[src/hdl/sesr_pkg.sv]
/*
  sesr_pkg: constants and carrier types for the standard event status block.
  assumes a single 100 MHz clock domain and a decoded common-command port.
*/
package sesr_pkg;
  localparam int SESR_W = 8;
  // bit positions shared by status register and enable mask
  localparam int SESR_BIT_OPC = 0;
  localparam int SESR_BIT_QUE = 2;
  localparam int SESR_BIT_DDE = 3;
  localparam int SESR_BIT_EXE = 4;
  localparam int SESR_BIT_CME = 5;
  localparam logic [7:0] SESR_USED_MASK = 8'h3d;
  localparam logic [7:0] SESR_MASK_RESET = 8'h00;
  localparam logic [7:0] SESR_STATUS_RESET = 8'h00;
  // position of the event summary bit in the status byte
  localparam int SESR_STB_ESB = 5;
  localparam logic [7:0] SESR_STB_RESET = 8'h00;
  localparam logic [7:0] SESR_OTHER_RESET = 8'h00;
  // error class codes, the hundreds digit of an error number
  localparam logic [2:0] SESR_CLASS_CMD = 3'h1;
  localparam logic [2:0] SESR_CLASS_EXE = 3'h2;
  localparam logic [2:0] SESR_CLASS_DEV = 3'h3;
  localparam logic [2:0] SESR_CLASS_QRY = 3'h4;

  typedef enum logic [2:0] {
    SESR_CMD_NONE,
    SESR_CMD_CLEAR_STATUS,
    SESR_CMD_MASK_WRITE,
    SESR_CMD_MASK_QUERY,
    SESR_CMD_STATUS_QUERY,
    SESR_CMD_OP_COMPLETE
  } sesr_cmd_type;

  typedef struct packed {
    logic valid;
    sesr_cmd_type cmd;
    logic [7:0] data;
  } sesr_request_type;

  typedef struct packed {
    logic valid;
    logic [7:0] data;
  } sesr_reply_type;

  typedef struct packed {
    logic valid;
    logic [2:0] err_class;
  } sesr_error_type;
endpackage : sesr_pkg

[src/hdl/sesr_core.sv]
/*
  sesr_core: standard event status register, enable mask, status byte summary,
  operation-complete tracking and clear-status side effects.
  assumes commands arrive already decoded as one-cycle pulses on the same clock,
  and that the error queue, operation and questionable registers live outside
  and honour the clear pulses driven here.
  limitation: the summary bit and the mirrored status byte bits settle one edge
  after their cause, so readers must not sample them in the command cycle.
*/
// Summary of operation
// - the enable mask takes any value 0 to 255 on a mask write and resets to 0.
// - the event summary bit is the OR of status bits ANDed with mask bits, driven on status byte bit 5.
// - status and mask share one layout: bit 5 command, 4 execution, 3 device, 2 query, 0 op complete; 7, 6, 1 unused.
// - clear status empties the event status, operation event, questionable event and status byte registers.
// - clear status leaves every enable mask untouched.
// - clear status empties the error queue.
// - clear status returns operation-complete tracking to idle, dropping any pending request.
// - a mask query returns the stored mask with no side effect.
// - a status query returns the register and then clears it.
// - error classes 100, 200, 300 and 400 set the command, execution, device and query bits.
// - an op-complete command clears bit 0 and sets it once all pending work ends, without stalling commands.
`timescale 1ns/10ps
module sesr_core
  import sesr_pkg::*;
(
  // clock and reset
  input wire logic i_clock,
  input wire logic i_resetn,
  // decoded common commands
  input wire sesr_request_type i_request,
  // error reports from parser and device
  input wire sesr_error_type i_error,
  // high while any command or output change is still in progress
  input wire logic i_busy,
  // status byte bits kept elsewhere (bit 5 is replaced here)
  input wire logic [7:0] i_status_byte_other,
  // replies
  output sesr_reply_type o_reply,
  // status byte and summary
  output logic [7:0] o_status_byte,
  output logic o_event_summary,
  // clear pulses toward neighbouring registers
  output logic o_clear_error_queue,
  output logic o_clear_event_regs,
  // register views
  output logic [7:0] o_enable_mask,
  output logic o_opc_pending
);

  typedef enum logic {SESR_OPC_IDLE, SESR_OPC_WAIT} sesr_opc_state_type;

  logic [7:0] enable_mask;
  logic [7:0] standard_event_status;
  logic [7:0] status_byte_held;
  sesr_opc_state_type opc_state;
  sesr_reply_type reply;
  logic event_summary;

  // one-hot decode of an error class into event bits
  function automatic logic [7:0] sesr_class_bits(input sesr_error_type e);
    logic [7:0] b;
    b = 8'h00;
    if (e.valid) begin
      case (e.err_class)
        SESR_CLASS_CMD: b[SESR_BIT_CME] = 1'b1;
        SESR_CLASS_EXE: b[SESR_BIT_EXE] = 1'b1;
        SESR_CLASS_DEV: b[SESR_BIT_DDE] = 1'b1;
        SESR_CLASS_QRY: b[SESR_BIT_QUE] = 1'b1;
        default: b = 8'h00;
      endcase
    end
    return b;
  endfunction : sesr_class_bits

  // command decode is shared by every register, so it lives in one place
  function automatic logic sesr_is_cmd(input sesr_request_type r, input sesr_cmd_type k);
    return r.valid && (r.cmd == k);
  endfunction : sesr_is_cmd

  wire is_clear = sesr_is_cmd(i_request, SESR_CMD_CLEAR_STATUS);
  wire is_mask_write = sesr_is_cmd(i_request, SESR_CMD_MASK_WRITE);
  wire is_mask_query = sesr_is_cmd(i_request, SESR_CMD_MASK_QUERY);
  wire is_status_query = sesr_is_cmd(i_request, SESR_CMD_STATUS_QUERY);
  wire is_opc = sesr_is_cmd(i_request, SESR_CMD_OP_COMPLETE);

  // opc completes only when no work is pending; a new opc restarts the wait
  wire opc_done = (opc_state == SESR_OPC_WAIT) && !i_busy && !is_opc && !is_clear;
  logic [7:0] opc_bit;
  always_comb begin
    opc_bit = 8'h00;
    opc_bit[SESR_BIT_OPC] = opc_done;
  end
  logic [7:0] raw_set_bits;
  logic [7:0] set_bits;
  assign raw_set_bits = sesr_class_bits(i_error) | opc_bit;
  // unused positions are gated per bit so they can never latch an event
  for (genvar u = 0; u < SESR_W; u++) begin : g_used
    assign set_bits[u] = raw_set_bits[u] & SESR_USED_MASK[u];
  end

  // keep: cleared by read, clear status, or opc for bit 0
  logic [7:0] keep_bits;
  always_comb begin
    keep_bits = standard_event_status;
    if (is_status_query || is_clear) begin
      keep_bits = 8'h00;
    end
    if (is_opc) begin
      keep_bits[SESR_BIT_OPC] = 1'b0;
    end
  end
  // new events are ORed after the clear so they are never dropped
  wire [7:0] next_standard_event_status = keep_bits | set_bits;

  // the mask is gated per bit on next values, so the registered summary moves in
  // step with the status and mask it covers
  logic [7:0] next_enable_mask;
  logic [7:0] next_masked_bits;
  assign next_enable_mask = is_mask_write ? i_request.data : enable_mask;
  for (genvar g = 0; g < SESR_W; g++) begin : g_masked
    assign next_masked_bits[g] = next_standard_event_status[g] & next_enable_mask[g];
  end
  wire next_event_summary = |next_masked_bits;

  sesr_opc_state_type next_opc_state;
  always_comb begin
    case (opc_state)
      SESR_OPC_IDLE: next_opc_state = is_opc ? SESR_OPC_WAIT : SESR_OPC_IDLE;
      SESR_OPC_WAIT: next_opc_state = opc_done ? SESR_OPC_IDLE : SESR_OPC_WAIT;
      default: next_opc_state = SESR_OPC_IDLE;
    endcase
    if (is_clear) begin
      next_opc_state = SESR_OPC_IDLE;
    end
  end

  sesr_reply_type next_reply;
  always_comb begin
    next_reply.valid = is_mask_query || is_status_query;
    next_reply.data = 8'h00;
    if (is_mask_query) begin
      next_reply.data = enable_mask;
    end else if (is_status_query) begin
      next_reply.data = standard_event_status;
    end
  end

  // status byte: other bits mirrored one cycle late, cleared image held only for the cycle after clear status
  logic [7:0] next_status_byte_held;
  always_comb begin
    next_status_byte_held = i_status_byte_other;
    if (is_clear) begin
      next_status_byte_held = SESR_STB_RESET;
    end
  end

  // mask write accepts the full byte; clear status never touches it
  always_ff @(posedge i_clock or negedge i_resetn) begin
    if (!i_resetn) begin
      enable_mask <= SESR_MASK_RESET;
    end else begin
      enable_mask <= next_enable_mask;
    end
  end

  always_ff @(posedge i_clock or negedge i_resetn) begin
    if (!i_resetn) begin
      standard_event_status <= SESR_STATUS_RESET;
    end else begin
      standard_event_status <= next_standard_event_status;
    end
  end

  always_ff @(posedge i_clock or negedge i_resetn) begin
    if (!i_resetn) begin
      status_byte_held <= SESR_STB_RESET;
    end else begin
      status_byte_held <= next_status_byte_held;
    end
  end

  // a new opc restarts the wait, clear status drops it
  always_ff @(posedge i_clock or negedge i_resetn) begin
    if (!i_resetn) begin
      opc_state <= SESR_OPC_IDLE;
    end else begin
      opc_state <= next_opc_state;
    end
  end

  // a query answer stands for exactly one cycle
  always_ff @(posedge i_clock or negedge i_resetn) begin
    if (!i_resetn) begin
      reply <= '0;
    end else begin
      reply <= next_reply;
    end
  end

  // registered so the summary is a clean flop output, not a gate tree
  always_ff @(posedge i_clock or negedge i_resetn) begin
    if (!i_resetn) begin
      event_summary <= |SESR_STATUS_RESET;
    end else begin
      event_summary <= next_event_summary;
    end
  end

  always_comb begin
    o_status_byte = status_byte_held;
    o_status_byte[SESR_STB_ESB] = event_summary;
  end
  assign o_event_summary = event_summary;
  assign o_reply = reply;
  // clear pulses are combinational so neighbours act in the command cycle
  assign o_clear_error_queue = is_clear;
  assign o_clear_event_regs = is_clear;
  assign o_enable_mask = enable_mask;
  assign o_opc_pending = (opc_state == SESR_OPC_WAIT);

endmodule : sesr_core

[config.mk]
export PLATFORM = sky130hd
export DESIGN_NAME = sesr_core
export DESIGN_NICKNAME = d
export VERILOG_FILES = /design/src/hdl/sesr_pkg.sv /design/src/hdl/sesr_core.sv
export SDC_FILE = /design/constraint.sdc
export NUM_CORES = 1
export LEC_CHECK = 0
export BUFFER_PORTS_ARGS = -buffer_cell sky130_fd_sc_hd__buf_2
export CORE_ASPECT_RATIO = 1.25
export CORE_MARGIN = 5
export CORE_UTILIZATION = 40
export DETAILED_ROUTE_END_ITERATION = 7
export GPL_TIMING_DRIVEN = 0
export PLACE_DENSITY = 0.66
export SLEW_MARGIN = 25
export SYNTH_ARGS = -nofsm -noshare
export SYNTH_HDL_FRONTEND = slang
export SYNTH_SLANG_ARGS = --single-unit
export TNS_END_PERCENT = 50
[constraint.sdc]
create_clock -name i_clock -period 1.8 [get_ports i_clock]
set_input_delay 0 -clock i_clock [delete_from_list [all_inputs] [get_ports i_clock]]
set_output_delay 0 -clock i_clock [all_outputs]
set_load 0.05 [all_outputs]
==> flow_summary.yaml, run 1 <==
run_status:
  outcome: "completed"
pwr:
  switching_share_pct: 33.6
  power.internal_uw: 1440
  power_frac_clock_pct: 30.0
  pwr-share-comb_pct: 28.5
  power.density_nw_per_um2: 1070
  power_switching_uw: 726
  peakVddDrop_v: 0.00103
  leakage_uw: 0.000993
  p_seq_share_pct: 41.4
synth:
  ys_ff_latch: 34
  ys.flop_type: "dfrtp_1"
  yosysTopAreaCell: "dfrtp_1"
  ys_async_sr_fraction_pct: 100
  syn_area_um2: 1400
  yosys-top-cells-area: "dfrtp_1 61%, nor2b_1 7.6%, a22oi_1 4.8%"
  synth_top_area_share_pct: 60.8
  yosysSeqAreaShare_pct: 60.8
  syn_inst: 109
  syn-num-nets: 136
  synth_warnings: 0
  synth_edf_count: 0
  avgSynthCellArea_um2: 12.8
  ys_types: 28
cts:
  cts.clk_slew.worst_paths_ns: 0.07
  cts.path.max_buffers: 2
  cts_made_buffers: 5
  cts_root_buffer: "clkbuf_8"
  clk_latency_ns: 0.28
  cts_tree: "done"
  cts_sinks: 34
  htreeDepth: 2
  cts_setup_buffers: 0
critical_path:
  crit_path_end_kind: "flop"
  crit_family: "compound AO/OA/AOI/OAI gates"
  crit_chain: "dlygate4sd3_1 > buf_2 > and2b_1 > a32o_4 > a2111oi_2 > nand4_1"
  start_kind: "input port"
  crit_required_ns: 1.94
  cp_slowest_cell: "dlygate4sd3_1"
  critPathBufInv: 2
  rrSetupSlack_ns: 0.37
  worst-setup-path-type: "in -> reg"
  path_max_fanout: 3
  max_stage_delay_ns: 0.51
  cp.arrival_ns: 1.64
finish:
  final_common_cell: "buf_2"
  insertedDiodeCount: 0
  areaGrowthSynthToFinish_pct: 44.3
  layout-drive-gt1-share_pct: 40.5
  stdcell_count: 229
  fill_cells: 308
  fin_nets: 216
  layout_common_cells: "54 x buf_2, 34 x dfrtp_1, 19 x dlygate4sd3_1, 17 x nor2b_1, 9 x a22oi_1"
place:
  portBuffers: 54
  gp_congestion: 0.693
  hpwl_um: 2270
  placed_cells: 202
route:
  wire_per_inst_um: 13.5
  vias: 1121
  route.detailed.drc: 0
  drtAntennaViolNets: 0
  via_per_inst: 4.90
  totalWireLength_um: 3080
  drtIter0Drc: 18
  first_pass_iters: 4
floorplan:
  dieArea_um2: 4790
  ios: 56
  die_w_um: 62.9
  die_h_um: 76.1
  initial_utilization_pct: 40.9
  coreArea_um2: 3420
  rows: 24
global_routing:
  groute.usage.overall_pct: 13.4
  antenna_found_initial: 0
  grt_max_degree: 35
  grt_pass1_wl_um: 5120
  gr-total-overflow: 0
  grt_pass1_vias: 1155
timing:
  hold_violations: 0
  drv_slew: 0
  fin_crit_ns: 1.50
  slew_headroom_pct: 50.4
  skew_ns: 0.00423
  fmax_ghz: 0.669
  rsz0062_at_grt: "false"
  setup_viol: 0
  worstMarginPinSlew_ns: 0.744
  finalCritPeriodShare_pct: 83.1
  fin_setup_tns_ns: 0
min_path:
  hp-class: "in -> reg"
flow_run:
  maxCapViolations: 0
## synthesized netlist by cell type, types with 2 or more instances
master	number
mux2_4	2
nand2_1	5
a22oi_1	9
o21ai_0	5
buf_4	2
nor2b_1	17
mux2_2	6
dfrtp_1	34
clkbuf_1	2
nand3_1	2
and2_1	3
nor2_1	2
nand3b_1	3
a21boi_1	3
## through the flow
| step | power (µW) | hold slack (ns) | setup WS (ns) | cell area (µm²) | util (%) |
|---|---|---|---|---|---|
| after CTS | 2190 | 0.0280 | 0.287 | 2020 | 59.0 |
| final | 2160 | 0.0316 | 0.304 | 2020 | 59.0 |
| after global placement | 1500 | 0.0899 | 0.150 | 1720 | 50.2 |
| after detailed placement | 1510 | 0.113 | 0.138 | 1720 | 50.2 |
| after global routing | 2260 | 0.0571 | 0.229 | 2020 | 59.0 |
| after floorplan | 1340 | -0.296 | 0.221 | 1400 | - |
## worst paths after layout
path	to	depth (start not counted)	start
hold / removal	standard_event_status[5]	3	i_error[0]
min in group asynchronous	o_enable_mask[6]	2	i_resetn
setup reg to reg	o_event_summary	4	o_enable_mask[4]
max in group asynchronous	o_enable_mask[4]	2	i_resetn
setup / recovery	o_event_summary	6	i_error[2]
hold reg to reg	standard_event_status[7]	1	standard_event_status[7]
## routing by layer
layer | GRT usage [%] | wire length (µm) | vias to the layer above
met2 | 22.3 | 1530 | 50
met5 | 0 | 0 | -
met3 | 6.93 | 355 | 7
met4 | 5.10 | 44 | 0
met1 | 14.3 | 1150 | 520
li1 | - | - | 544
## flip-flops by register name, indices dropped and copies added, names as in the netlist
| register | count |
|---|---|
| o_opc_pending | 1 |
| o_reply | 9 |
| o_enable_mask | 8 |
| o_event_summary | 1 |
| standard_event_status | 8 |
| status_byte_held | 7 |
## power by group through the flow
| stage | Clock (µW) | Combinational, µW | Sequential [µW] |
|---|---|---|---|
| floorplan | 0 | 195 | 1150 |
| global placement | 0 | 588 | 908 |
| detailed placement | 0 | 594 | 914 |
| CTS | 664 | 625 | 900 |
| global route | 693 | 654 | 911 |
| finish | 650 | 617 | 897 |
## cell families (layout without fill, tap and decap cells)
kind of cell / Yosys count / count (layout) / share of synthesized area, %
compound gates: 21 / 21 / 11.7
xor+xnor: 1 / 1 / 0.626
buf+inv: 6 / 87 / 2.68
flops: 34 / 34 / 60.8
mux: 8 / 8 / 6.98
simple gates: 39 / 39 / 17.2
## worst min-delay path: stages
cell and delay (ns):
buf_2 0.12, nand3b_1 0.10, nand2_1 0.05
## layout make-up
type	instances	area [µm²]	share of cell area [%]
Buffer	5	33.8	1.67
Clock buffer	8	110	5.46
Sequential cell	34	851	42.2
Inverter	1	3.75	0.186
Timing Repair Buffer	73	460	22.8
Multi-Input combinational cell	69	510	25.3
Tap cell	39	48.8	2.42
## what timing repair did
| action | in CTS | in global routing |
|---|---|---|
| gates resized for setup | 0 | 0 |
| hold endpoints to repair | 51 | 0 |
| hold buffers | 19 | 0 |
No activity file was read; power rests on OpenSTA's default activity.
==> run 2, diff against run 1 <==
--- a/config.mk
+++ b/config.mk
@@ -11,7 +11,7 @@
 export CORE_UTILIZATION = 40
 export DETAILED_ROUTE_END_ITERATION = 7
 export GPL_TIMING_DRIVEN = 0
-export PLACE_DENSITY = 0.66
+export PLACE_DENSITY = 0.69
 export SLEW_MARGIN = 25
 export SYNTH_ARGS = -nofsm -noshare
 export SYNTH_HDL_FRONTEND = slang
==> constraint.sdc (replaced) <==
create_clock -name i_clock -period 1.3 [get_ports i_clock]
set_input_delay 0 -clock i_clock [delete_from_list [all_inputs] [get_ports i_clock]]
set_output_delay 0 -clock i_clock [all_outputs]
set_load 0.05 [all_outputs]
==> flow_summary.yaml, run 2 (same netlist as run 1, synthesis figures left out) <==
run_status:
  outcome: "complete, but fails checks"
  violations: "hold timing, setup timing"
timing:
  fin_setup_tns_ns: -0.0962
  rsz0062_at_grt: "true"
  setup_slack_ns: -0.0962
  setup_viol: 1
  fin_crit_ns: 1.40
  hold_violations: 2
  hold_ws_ns: -0.0481
  skew_ns: 0.00761
  drv_slew: 0
  slew_headroom_pct: 50.0
  fmax_ghz: 0.716
  finalCritPeriodShare_pct: 107
  worstMarginPinSlew_ns: 0.751
critical_path:
  worst-setup-path-type: "reg -> reg"
  r2r-end: "o_event_summary"
  crit_required_ns: 1.47
  max_stage_delay_ns: 0.39
  cp_slowest_cell: "dfrtp_1"
  start_kind: "flop"
  cp.arrival_ns: 1.56
  critPathBufInv: 0
  rrSetupSlack_ns: -0.1
  crit_family: "compound AO/OA/AOI/OAI gates"
  rr_startpoint: "o_enable_mask[5]"
  path_max_fanout: 2
  rr_worst_depth: 4
  crit_chain: "mux2_4 > a21boi_4 > a2111oi_4 > nand4_1"
  crit_path_end_kind: "flop"
route:
  via_per_inst: 4.95
  wire_per_inst_um: 15.2
  vias: 1128
  route.detailed.drc: 0
  drtAntennaViolNets: 0
  drtIter0Drc: 43
  first_pass_iters: 4
  totalWireLength_um: 3460
cts:
  htreeDepth: 2
  cts.clk_slew.worst_paths_ns: 0.08
  clk_latency_ns: 0.29
  cts_root_buffer: "clkbuf_8"
  cts_made_buffers: 5
  cts_tree: "done"
  cts_sinks: 34
  cts.path.max_buffers: 2
  cts_hold_buf: 17
finish:
  largest_reg_flops: 9
  insertedDiodeCount: 0
  layout_common_cells: "54 x buf_2, 32 x dfrtp_1, 17 x nor2b_1, 17 x dlygate4sd3_1, 9 x a22oi_1"
  layout-drive-gt1-share_pct: 43.4
  final_common_cell: "buf_2"
  fin_nets: 215
  final_util_pct: 59.6
  areaGrowthSynthToFinish_pct: 46.0
floorplan:
  rows: 24
  die_w_um: 62.9
  die_h_um: 76.1
  ios: 56
  coreArea_um2: 3420
  dieArea_um2: 4790
  initial_utilization_pct: 40.9
pwr:
  power.total_uw: 3140
  leakage_uw: 0.000990
  power.density_nw_per_um2: 1540
  peakVddDrop_v: 0.00104
global_routing:
  groute.usage.overall_pct: 15.8
  grt_pass1_wl_um: 5980
  gr-total-overflow: 0
  grt_pass1_vias: 1283
  antenna_found_initial: 0
  grt_max_degree: 35
place:
  gp_congestion: 0.716
  post-place-ws_ns: -0.384
  portBuffers: 54
  hpwl_um: 2330
min_path:
  hp-class: "in -> reg"
  holdCritStartpoint: "i_request[5]"
  hold_path_depth: 2
  hold_path_end: "o_enable_mask[5]"
flow_run:
  maxCapViolations: 0
==> run 2: how the worst max path moves through the flow <==
stage	start	endpoint	slack, ns	cells after the start
2_1_floorplan	o_enable_mask[4]	o_event_summary	-0.19	4
3_3_place_gp	i_request[10]	o_event_summary	-0.36	7
3_5_place_dp	i_request[10]	o_event_summary	-0.38	7
4_1_cts	o_enable_mask[5]	o_event_summary	-0.1	4
5_1_grt	o_enable_mask[5]	o_event_summary	-0.14	4
6_report	o_enable_mask[5]	o_event_summary	-0.1	4
==> run 2: through the flow <==
step                      cell area, µm²  std cells
after floorplan                     1400        109
after global placement              1720        202
after detailed placement            1720        202
after CTS                           2040        228
after global routing                2040        228
final                               2040        228
==> run 2: area by class of cell <==
class / count / area, µm²
fillers: 296 / 1380
flip-flops and latches: 34 / 853
multi-input cells: 69 / 541
repair buffers: 72 / 448
clock buffers: 5 / 68.8
well taps: 39 / 48.8
clock inverters: 3 / 45.0
plain buffers: 5 / 33.8
inverters: 1 / 3.75
==> run 2: repair_timing <==
action                     CTS  global route
setup buffers                1             0
hold endpoints to repair    51             2
resized for setup            4             0
setup endpoints to repair    1             1
pin swaps                    2             0
==> run 2: metal layers <==
layer | routed length, µm | global-route usage (%)
met3 | 271 | 6.49
met2 | 1720 | 25.4
met5 | 0 | 0
met1 | 1400 | 18.2
met4 | 62 | 7.01
==> run 2: where the power goes <==
part,internal (µW),switching (µW)
sequential,1180,66.2
clock,570,412
combinational,307,603
==> run 3, diff against run 2 <==
--- a/config.mk
+++ b/config.mk
@@ -5,6 +5,7 @@
 export SDC_FILE = /design/constraint.sdc
 export NUM_CORES = 1
 export LEC_CHECK = 0
+export ABC_AREA = 1
 export BUFFER_PORTS_ARGS = -buffer_cell sky130_fd_sc_hd__buf_2
 export CORE_ASPECT_RATIO = 1.25
 export CORE_MARGIN = 5
==> flow_summary.yaml, run 3 <==
global_routing:
  grt_pass1_wl_um: 5690
  grt_pass1_vias: 1269
  gr-total-overflow: 0
  antenna_found_initial: 0
  grt_max_degree: 35
  groute.usage.overall_pct: 14.8
critical_path:
  worst_path_most_repeated_cell: "buf_2"
  cp_slowest_cell: "buf_2"
  crit_path_end_kind: "primary output"
  max_stage_delay_ns: 0.24
  cp.arrival_ns: 1.09
  start_kind: "input port"
  crit_chain: "buf_2 > inv_2 > nor2_1 > nand2_2 > clkinv_1 > buf_4 > buf_2"
  path_max_fanout: 9
  crit_required_ns: 1.30
  worst-setup-path-type: "in -> out"
synth:
  synth_top_area_share_pct: 60.4
  syn-num-nets: 186
  yosysSeqAreaShare_pct: 60.4
  synth_adder_area_share_pct: 0
  avgSynthCellArea_um2: 8.86
  netlist_top_cells_count: "41 x nand2_1, 34 x dfrtp_1, 25 x inv_1"
  synth_top_family_by_area: "simple AND/OR/NAND/NOR gates"
  yosys-top-cells-area: "dfrtp_1 60%, nand2_1 11%, nand3_1 7.8%"
  ys_async_sr_fraction_pct: 100
  synth_edf_count: 0
  ys.flop_type: "dfrtp_1"
  yosysTopAreaCell: "dfrtp_1"
  ys_ff_latch: 34
  syn_inst: 159
  synth.most_common_cell: "nand2_1"
  yosys.area_share.simple_pct: 26.9
  synth_compound_area_share_pct: 3.64
  ys_types: 15
  syn_area_um2: 1410
  synth_warnings: 0
  synth_mux_area_share_pct: 0
  synth-xor-area-share_pct: 0
timing:
  fin_setup_tns_ns: 0
  hold_violations: 0
  setup_viol: 0
  fmax_ghz: 0.914
  worstMarginPinSlew_ns: 0.736
  fin_crit_ns: 1.09
  rsz0062_at_grt: "false"
  drv_slew: 0
  finalCritPeriodShare_pct: 84.1
  slew_headroom_pct: 50.9
  skew_ns: 0.00514
pwr:
  switching_share_pct: 31.3
  power_switching_uw: 1000
  power.internal_uw: 2210
  power.total_uw: 3210
  p_seq_share_pct: 38.4
  peakVddDrop_v: 0.00162
  power_frac_clock_pct: 36.9
  leakage_uw: 0.00119
  pwr-share-comb_pct: 24.8
  power.density_nw_per_um2: 1570
run_status:
  outcome: "completed"
flow_run:
  maxCapViolations: 0
route:
  drtIter0Drc: 47
  drtAntennaViolNets: 0
  first_pass_iters: 4
  vias: 1266
  route.detailed.drc: 0
  via_per_inst: 4.55
  wire_per_inst_um: 12.0
  totalWireLength_um: 3340
finish:
  areaGrowthSynthToFinish_pct: 45.6
  layout_common_cells: "54 x buf_2, 41 x nand2_1, 34 x dfrtp_1, 25 x inv_1, 22 x nand3_1"
  final_common_cell: "buf_2"
  fin_nets: 265
  multi_input_area_um2: 430
  insertedDiodeCount: 0
  fill_cells: 319
  seqCellArea_um2: 851
  largest_reg_flops: 9
  layout-drive-gt1-share_pct: 30.5
  stdcell_area_um2: 2050
place:
  gp_congestion: 0.772
  placed_area_um2: 1730
  hpwl_um: 2380
  portBuffers: 54
cts:
  cts_made_buffers: 5
  cts_sinks: 34
  cts.clk_slew.worst_paths_ns: 0.06
  cts_tree: "done"
  cts_root_buffer: "clkbuf_8"
  clk_latency_ns: 0.29
  htreeDepth: 2
  cts_setup_buffers: 0
  cts.path.max_buffers: 2
min_path:
  hp-class: "in -> reg"
floorplan:
  die_h_um: 76.4
  coreArea_um2: 3450
  initial_utilization_pct: 40.8
  ios: 56
  die_w_um: 63.1
  rows: 24
  dieArea_um2: 4820
[run 3: worst paths after layout]
path	start	to	slack, ns	cells after the start
max	i_request[8]	o_clear_event_regs	0.21	7
min	i_busy	o_opc_pending	0.02	5
max reg2reg	o_opc_pending	o_event_summary	0.33	6
min reg2reg	standard_event_status[1]	standard_event_status[1]	0.52	2
max in group asynchronous	i_resetn	o_enable_mask[2]	0.51	2
min in group asynchronous	i_resetn	o_reply[1]	0.32	2
[run 3: cell families after synthesis]
group                  Yosys count
DFF                             34
buffers and inverters           31
and+or+nand+nor                 85
AOI/OAI and AO/OA                9
[run 3: area by class of cell]
class                   count  share of cell area (%)
plain buffers               3                    1.10
repair buffers             72                    22.0
clock buffers               6                    4.03
multi-input cells          94                    21.0
clock inverters             2                    2.93
inverters                  28                    5.13
flip-flops and latches     34                    41.5
well taps                  39                    2.38
[run 3: power groups by stage]
stage	clock, µW	sequential [µW]	combinational [µW]
3_5_place_dp	0	1250	760
3_3_place_gp	0	1250	751
5_1_grt	1240	1250	858
6_report	1180	1230	795
4_1_cts	1210	1230	802
2_1_floorplan	0	1550	245
[run 3: per-stage QoR]
stage / std cells / hold WS (ns) / setup slack [ns] / utilization [%]
CTS: 278 / 0.00924 / 0.193 / 59.4
global route: 278 / 0.0393 / 0.113 / 59.4
floorplan: 159 / -0.296 / 0.185 / -
finish: 278 / 0.0212 / 0.206 / 59.4
detailed placement: 252 / 0.106 / 0.102 / 50.0
global placement: 252 / 0.100 / 0.115 / 50.0
[run 3: metal layers]
layer / vias to the layer above / wire (µm) / track usage [%]
met4: 0 / 75 / 7.22
met1: 575 / 1420 / 16.7
met2: 42 / 1620 / 24.7
met3: 6 / 218 / 4.72
li1: 643 / - / -
met5: - / 0 / 0
[run 3: repair_timing]
action / in CTS / in global routing
gates resized for setup: 0 / 0
hold buffers: 18 / 0
hold endpoints to repair: 51 / 0
[run 3: critical path: cells and delay by family]
| family | cells | cell delay (ns) |
|---|---|---|
| buf+inv | 5 | 0.77 |
| simple gates | 2 | 0.32 |
